File: src/rtl/epc_pkg.sv
// Package with register map, field positions and reset values for the EPROM program control
package epc_pkg;

	// ==================================================
	// Register offsets (byte addresses on the register port)
	localparam logic [3:0] EPC_OFF_CONTROL = 4'h0;  // eprom_program_control
	localparam logic [3:0] EPC_OFF_OPTION  = 4'h4;  // mask_option_byte image
	localparam logic [3:0] EPC_OFF_SECURE  = 4'h8;  // secure-state status

	// ==================================================
	// Field positions in eprom_program_control
	localparam int EPC_BIT_LATCH = 0;
	localparam int EPC_BIT_PROG  = 1;
	localparam int EPC_BIT_HVABS = 2;

	// Secure option bit in mask_option_byte
	localparam int EPC_BIT_SECURE_OPT = 3;

	// ==================================================
	// Reset values and constant read patterns
	localparam logic       EPC_LATCH_RST  = 1'b1;
	localparam logic       EPC_PROG_RST   = 1'b1;
	localparam logic [4:0] EPC_UNIMP_READ = 5'h1f;

	// ==================================================
	// Secure signature locations and contents
	localparam logic [10:0] EPC_SIG_ADDR_LO = 11'h782;
	localparam logic [10:0] EPC_SIG_ADDR_HI = 11'h783;
	localparam logic [7:0]  EPC_SIG_VAL_LO  = 8'h20;
	localparam logic [7:0]  EPC_SIG_VAL_HI  = 8'hfe;

	// Secure tracker states
	typedef enum logic [1:0] {
		EPC_SEC_OPEN,
		EPC_SEC_ARMED,
		EPC_SEC_LOCKED
	} epc_sec_e;

endpackage // epc_pkg

File: src/rtl/epc_secure.sv
// Secure-mode tracker: latches secure state from option bit and signature bytes
`timescale 1ns/1ps
module epc_secure
	import epc_pkg::*;
(
	input  wire logic        clk_sys,
	input  wire logic        rst_sync_b,
	input  wire logic        option_secure,
	input  wire logic [7:0]  sig_lo,
	input  wire logic [7:0]  sig_hi,
	input  wire logic        array_erased,
	output logic             secure_on
);

	epc_sec_e state_q;
	epc_sec_e state_d;
	logic     sig_ok;

	// ==================================================
	// Signature match on both bytes
	assign sig_ok = (sig_lo == EPC_SIG_VAL_LO) && (sig_hi == EPC_SIG_VAL_HI);

	// Next state: locked only with option bit and signature, left only by full erase
	always_comb begin
		state_d = state_q;
		case (state_q)
			EPC_SEC_OPEN: begin
				if (option_secure) begin
					state_d = EPC_SEC_ARMED;
				end
			end
			EPC_SEC_ARMED: begin
				if (option_secure && sig_ok) begin
					state_d = EPC_SEC_LOCKED;
				end else if (!option_secure) begin
					state_d = EPC_SEC_OPEN;
				end
			end
			EPC_SEC_LOCKED: begin
				if (array_erased) begin
					state_d = EPC_SEC_OPEN;
				end
			end
			default: state_d = EPC_SEC_OPEN;
		endcase
	end

	// State register
	always_ff @(posedge clk_sys or negedge rst_sync_b) begin
		if (!rst_sync_b) begin
			state_q <= EPC_SEC_OPEN;
		end else begin
			state_q <= state_d;
		end
	end

	assign secure_on = (state_q == EPC_SEC_LOCKED);

endmodule // epc_secure

File: src/rtl/epc_program_control.sv
// EPROM programming control register with high-voltage interlock and secure mode
// Notes on behaviour
// - The latch bit at 0 latches address and data into the array, at 1 the array reads; reset gives 1.
// - The program bit at 0 programs only while the latch bit is 0; at 1 it inhibits; reset gives 1.
// - The voltage-sense bit is read-only, 0 with high voltage present and 1 without.
// - While the voltage-sense bit is 1 both strobes are cut off from the array.
// - Sense, program and latch all 0 put the array in programming of the latched byte.
// - In secure mode the bootstrap programming routine is refused.
// - Secure mode needs option bit 3 set and bytes 20h and FEh at 782h and 783h.
// - Leaving secure mode takes a full erase of the array.
// - With the secure option bit set, external access to the array is blocked.
//
// Added by the designer: the address map and the address-and-strobe port.
`timescale 1ns/1ps
module epc_program_control
	import epc_pkg::*;
(
	input  wire logic        clk_sys,
	input  wire logic        rst_b,
	// Register port
	input  wire logic [3:0]  reg_addr,
	input  wire logic [7:0]  reg_wdata,
	input  wire logic        reg_wr,
	input  wire logic        reg_rd,
	output logic      [7:0]  reg_rdata,
	// Programming-voltage sense, high while voltage is absent
	input  wire logic        high_voltage_absent,
	// Option byte and signature bytes as read from the array
	input  wire logic [7:0]  mask_option_byte,
	input  wire logic [7:0]  sig_lo,
	input  wire logic [7:0]  sig_hi,
	input  wire logic        array_erased,
	// Bootstrap and external access requests
	input  wire logic        boot_prog_req,
	input  wire logic        ext_access_req,
	// Array strobes, active low, then status and access flags, active high
	output logic             latch_strobe_n,
	output logic             program_strobe_n,
	output logic             program_active,
	output logic             boot_prog_allow,
	output logic             ext_access_allow,
	output logic             secure_active
);

	// ==================================================
	// Decode helpers, all but sig_match used in more than one path

	// Register port address selects the control register
	function automatic logic hit_ctrl(input logic [3:0] addr);
		return (addr == EPC_OFF_CONTROL);
	endfunction

	// Secure option bit of the option byte
	function automatic logic opt_secure(input logic [7:0] opt);
		return opt[EPC_BIT_SECURE_OPT];
	endfunction

	// Both signature bytes hold the secure pattern
	function automatic logic sig_match(input logic [7:0] lo, input logic [7:0] hi);
		return (lo == EPC_SIG_VAL_LO) && (hi == EPC_SIG_VAL_HI);
	endfunction

	// ==================================================
	// Reset synchroniser
	logic rst_meta_q;
	logic rst_sync_b;

	// Two-stage release of the asynchronous reset
	// Only the second stage feeds the rest of the block
	always_ff @(posedge clk_sys or negedge rst_b) begin
		if (!rst_b) begin
			rst_meta_q <= 1'b0;
			rst_sync_b <= 1'b0;
		end else begin
			rst_meta_q <= 1'b1;
			rst_sync_b <= rst_meta_q;
		end
	end

	// ==================================================
	// Control register
	logic latch_q;
	logic latch_d;
	logic prog_q;
	logic prog_d;
	logic wr_ctrl;

	// Write strobe aimed at the control register; other offsets are read-only
	assign wr_ctrl = reg_wr && hit_ctrl(reg_addr);

	// Next values of the writable bits; upper bits are not stored
	always_comb begin
		latch_d = latch_q;
		prog_d  = prog_q;
		if (wr_ctrl) begin
			latch_d = reg_wdata[EPC_BIT_LATCH];
			prog_d  = reg_wdata[EPC_BIT_PROG];
		end
	end

	// Register the control bits, both set by reset
	always_ff @(posedge clk_sys or negedge rst_sync_b) begin
		if (!rst_sync_b) begin
			latch_q <= EPC_LATCH_RST;
			prog_q  <= EPC_PROG_RST;
		end else begin
			latch_q <= latch_d;
			prog_q  <= prog_d;
		end
	end

	// ==================================================
	// Secure mode tracker
	logic secure_on;
	logic sec_live;

	// Secure condition straight from the array contents; it covers the cycles
	// after reset in which the tracker has not yet reached its locked state
	assign sec_live = opt_secure(mask_option_byte) && sig_match(sig_lo, sig_hi);

	epc_secure u_secure (
		.clk_sys       (clk_sys),
		.rst_sync_b    (rst_sync_b),
		.option_secure (opt_secure(mask_option_byte)),
		.sig_lo        (sig_lo),
		.sig_hi        (sig_hi),
		.array_erased  (array_erased),
		.secure_on     (secure_on)
	);

	// ==================================================
	// Strobe outputs with voltage interlock
	logic latch_n_d;
	logic prog_n_d;
	logic active_d;
	logic boot_d;
	logic ext_d;
	logic latch_n_q;
	logic prog_n_q;
	logic active_q;
	logic boot_q;
	logic ext_q;
	logic sec_q;

	// Interlock disconnects both strobes when voltage is absent
	// A program setting without the latch setting never reaches the array
	always_comb begin
		latch_n_d = 1'b1;
		prog_n_d  = 1'b1;
		if (!high_voltage_absent) begin
			latch_n_d = latch_q;
			prog_n_d  = prog_q | latch_q;
		end
		active_d = !high_voltage_absent && !prog_q && !latch_q;
		boot_d   = boot_prog_req && !secure_on && !sec_live;
		ext_d    = ext_access_req && !opt_secure(mask_option_byte);
	end

	// Output flip-flops, all idle under reset
	always_ff @(posedge clk_sys or negedge rst_sync_b) begin
		if (!rst_sync_b) begin
			latch_n_q <= 1'b1;
			prog_n_q  <= 1'b1;
			active_q  <= 1'b0;
			boot_q    <= 1'b0;
			ext_q     <= 1'b0;
			sec_q     <= 1'b0;
		end else begin
			latch_n_q <= latch_n_d;
			prog_n_q  <= prog_n_d;
			active_q  <= active_d;
			boot_q    <= boot_d;
			ext_q     <= ext_d;
			sec_q     <= secure_on;
		end
	end

	assign latch_strobe_n   = latch_n_q;
	assign program_strobe_n = prog_n_q;
	assign program_active   = active_q;
	assign boot_prog_allow  = boot_q;
	assign ext_access_allow = ext_q;
	assign secure_active    = sec_q;

	// ==================================================
	// Read path, data in the cycle after the read strobe
	logic [7:0] rdata_d;
	logic [7:0] rdata_q;

	// Address decode of readable registers
	// Idle cycles and unmapped offsets read as zero
	always_comb begin
		rdata_d = 8'h00;
		if (reg_rd) begin
			if (hit_ctrl(reg_addr)) begin
				rdata_d = {EPC_UNIMP_READ, high_voltage_absent, prog_q, latch_q};
			end else if (reg_addr == EPC_OFF_OPTION) begin
				rdata_d = mask_option_byte;
			end else if (reg_addr == EPC_OFF_SECURE) begin
				rdata_d = {7'h00, secure_on};
			end else begin
				rdata_d = 8'h00;
			end
		end
	end

	// Read data register
	always_ff @(posedge clk_sys or negedge rst_sync_b) begin
		if (!rst_sync_b) begin
			rdata_q <= 8'h00;
		end else begin
			rdata_q <= rdata_d;
		end
	end

	assign reg_rdata = rdata_q;

endmodule // epc_program_control

File: config.mk
export PLATFORM = sky130hd
export DESIGN_NAME = epc_program_control
export DESIGN_NICKNAME = d
export VERILOG_FILES = /design/src/rtl/epc_pkg.sv /design/src/rtl/epc_secure.sv /design/src/rtl/epc_program_control.sv
export SDC_FILE = /design/constraint.sdc
export NUM_CORES = 1
export LEC_CHECK = 0
export BUFFER_PORTS_ARGS = -buffer_cell sky130_fd_sc_hd__buf_2
export CORE_AREA = 2 2 49 51
export DETAILED_ROUTE_END_ITERATION = 8
export DIE_AREA = 0 0 51 53
export GPL_ROUTABILITY_DRIVEN = 1
export PLACE_DENSITY = 0.76
export SYNTH_ARGS = -nofsm -noshare
export SYNTH_HDL_FRONTEND = slang
export SYNTH_SLANG_ARGS = --single-unit
File: constraint.sdc
create_clock -name clk_sys -period 0.8 [get_ports clk_sys]
set_clock_uncertainty 0.05 [all_clocks]
set_input_delay 0.04 -clock clk_sys [delete_from_list [all_inputs] [get_ports clk_sys]]
set_output_delay 0.04 -clock clk_sys [all_outputs]
set_load 0.02 [all_outputs]
==> flow_metrics.py <==
metrics = {
    "power_and_ir_drop": {
        "p_comb_share_pct": 24.1,
        "p_clk_share_pct": 26.0,
        "pwr_density_cell_nw_per_um2": 1520,
        "switching_share_pct": 24.9,
        "p_int_mw": 1.73,
        "switching_power_mw": 0.572,
        "leakage_nw": 0.825,
        "vdd_drop_max_v": 0.00102,
        "seqPwrFrac_pct": 49.9,
    },
    "synth": {
        "ys_warn_count": 0,
        "ys_seq_area_share_pct": 63.0,
        "synthCells": 63,
        "synth.avg_cell_area_um2": 12.7,
        "syn_nets": 107,
        "yosys.area.top_type_share_pct": 49.9,
        "yosys.area.top_type": "dfrtp_1",
        "ys_async_sr_fraction_pct": 100,
        "synth-edff-count": 0,
        "synthesis.area_um2": 802,
        "yosys-top-cells-area": "dfrtp_1, dfstp_2, a21oi_1, mux2i_1, inv_1",
        "post_synth_num_cell_types": 24,
        "ys.flop_type": "dfrtp_1",
        "synth-seq-cells": 20,
    },
    "layout": {
        "diodes": 0,
        "stdcell_area_um2": 1510,
        "fillers": 139,
        "final_nets": 188,
        "drive_above_1_share_pct": 57.3,
        "area_delta_synth_final_pct": 88.6,
    },
    "grt": {
        "grt_util_all_layers_pct": 18.5,
        "grt_pass1_wl_um": 3580,
        "grt_pass1_vias": 794,
        "grt_max_degree": 19,
        "grt_overflow": 0,
        "antenna_found_initial": 0,
    },
    "floorplan": {
        "core_area_um2": 2150,
        "die_width_um": 51,
        "initial_core_util_pct": 37.3,
        "io_pins": 58,
        "rows": 17,
        "dieArea_um2": 2700,
        "die_y_um": 53,
    },
    "critical_path": {
        "worst_path_max_delay_cell": "dfstp_2",
        "r2r_end": "reg_rdata[0]",
        "crit_cells": 1,
        "r2r_start": "latch_q",
        "worst_setup_path_start_kind": "register",
        "critPathKind": "reg2out",
        "cp_max_fo": 1,
        "crit_path_end_kind": "output pin",
        "reg2reg_depth": 3,
        "crit_arrival_ns": 0.98,
        "rrSetupSlack_ns": -0.25,
        "crit_buf_inv": 1,
        "cp_top_family": "flip-flops",
        "max_stage_delay_ns": 0.56,
        "cp.required_ns": 0.71,
        "worstPathCellList": "buf_6",
    },
    "routing": {
        "wl_um": 2380,
        "routed_via_density": 4.54,
        "dr.first_iter.drc_count": 0,
        "wl_per_cell_um": 13.9,
        "drc": 0,
        "first_pass_iters": 1,
        "vias": 776,
        "postRouteAntennaNets": 0,
    },
    "timing": {
        "hold_violations": 0,
        "rsz0062_at_grt": "true",
        "period_share_pct": 134,
        "setup_slack_ns": -0.271,
        "period_minus_slack_ns": 1.07,
        "setup_viol": 24,
        "max_freq_mhz": 934,
        "final_max_slew_viol_count": 0,
    },
    "placed_design": {
        "place_area_um2": 1170,
        "pre_cts_ws_ns": -0.459,
        "port_buffers": 51,
        "place_congestion": 0.738,
        "dpl.hpwl_um": 1460,
    },
    "clocking": {
        "clockRootBuffer": "clkbuf_4",
        "cts_made_buffers": 3,
        "clock_sinks": 20,
        "cts_buffer_depth": 2,
        "cts_tree": "done",
        "path_clk_slew_ns": 0.12,
        "insertion_delay_ns": 0.31,
        "h-tree-depth": 1,
    },
    "run": {
        "cap_violations": 0,
    },
    "run_status": {
        "failed_checks": "negative setup slack",
        "status": "finished with violations",
    },
    "hold_path": {
        "hp-class": "in2async",
    },
}
[cells in the mapped netlist (all sizes together) (2+ instances only)]
cell type,instances
nand2b,2
inv,7
a21oi,6
mux2i,3
nand2,2
nor2,5
dfstp,4
mux2,2
and3,2
dfrtp,16
[sequential cells by signal (all words and copies together) (netlist names)]
signal / cells
reg_rdata: 8
u_secure.state_q: 2
boot_prog_allow: 1
ext_access_allow: 1
latch_q: 1
latch_strobe_n: 1
prog_q: 1
program_active: 1
program_strobe_n: 1
rst_meta_q: 1
rst_sync_b: 1
secure_active: 1
[area by class of cell]
cell class | count | area [um2] | share of cell area [%]
Clock buffer | 4 | 36.3 | 2.40
Sequential cell | 20 | 505 | 33.4
Timing Repair Buffer | 77 | 612 | 40.4
Multi-Input combinational cell | 35 | 298 | 19.7
Tap cell | 28 | 35.0 | 2.32
Inverter | 7 | 26.3 | 1.74
[repair_timing]
| action | CTS | global route |
|---|---|---|
| hold endpoints to repair | 19 | 0 |
| buffers inserted | 1 | 1 |
| pin swaps | 3 | 2 |
| resized for setup | 36 | 5 |
| setup endpoints to repair | 22 | 26 |
| hold buffers | 16 | 0 |
| cloned | 0 | 0 |
[through the flow]
| step | hold WS (ns) | TNS (ns) | power, mW | instances | util (%) |
|---|---|---|---|---|---|
| 4_1_cts | 0.0173 | -2.92 | 2.25 | 171 | 69.7 |
| 3_5_place_dp | -0.217 | -2.74 | 1.52 | 150 | 54.7 |
| 6_report | 0.00156 | -3.13 | 2.30 | 171 | 70.4 |
| 3_3_place_gp | -0.225 | -2.47 | 1.50 | 150 | 54.7 |
| 5_1_grt | 0.0110 | -3.91 | 2.42 | 171 | 70.4 |
| 2_1_floorplan | -0.306 | -1.19 | 1.33 | 63 | - |
[worst max-delay path by stage]
stage,from,endpoint,slack [ns]
after global placement,sig_lo[1],u_secure.state_q[0],-0.43
after floorplan,sig_lo[1],u_secure.state_q[0],-0.29
after global routing,latch_q,reg_rdata[0],-0.34
after CTS,program_strobe_n,program_strobe_n,-0.25
after detailed placement,sig_lo[1],u_secure.state_q[0],-0.46
final,latch_strobe_n,latch_strobe_n,-0.27
[cells by family after synthesis]
logic type / share of synthesized area (%)
buf+inv: 3.90
other cells: 0.468
flops: 63.0
compound gates: 6.55
mux: 6.55
simple gates: 19.5
[power groups by stage]
stage               registers, mW  clock network [mW]  logic, mW
detailed placement           1.16                   0      0.365
global placement             1.15                   0      0.353
floorplan                    1.21                   0      0.119
global route                 1.16               0.668      0.592
finish                       1.15               0.598      0.555
CTS                          1.15               0.587      0.518
[layer usage]
| layer | up-vias | wire length [um] | global-route usage (%) |
|---|---|---|---|
| li1 | 372 | - | - |
| met1 | 364 | 894 | 19.5 |
| met2 | 32 | 1310 | 35.7 |
| met3 | 8 | 95 | 2.82 |
| met4 | 0 | 85 | 9.01 |
| met5 | - | 0 | 0 |
[layout by cell type, fill, tap and decap left out, types with 2 or more instances in the layout]
cell,netlist,final
buf_4,0,6
and3_1,2,2
mux2i_1,3,3
dfstp_2,4,4
a21oi_1,6,6
clkbuf_4,0,3
buf_2,1,36
dfrtp_1,16,16
nor2_1,5,4
mux2_4,0,2
buf_6,0,19
dlygate4sd3_1,0,14
inv_1,7,6
No activity file was read; power rests on OpenSTA's default activity.
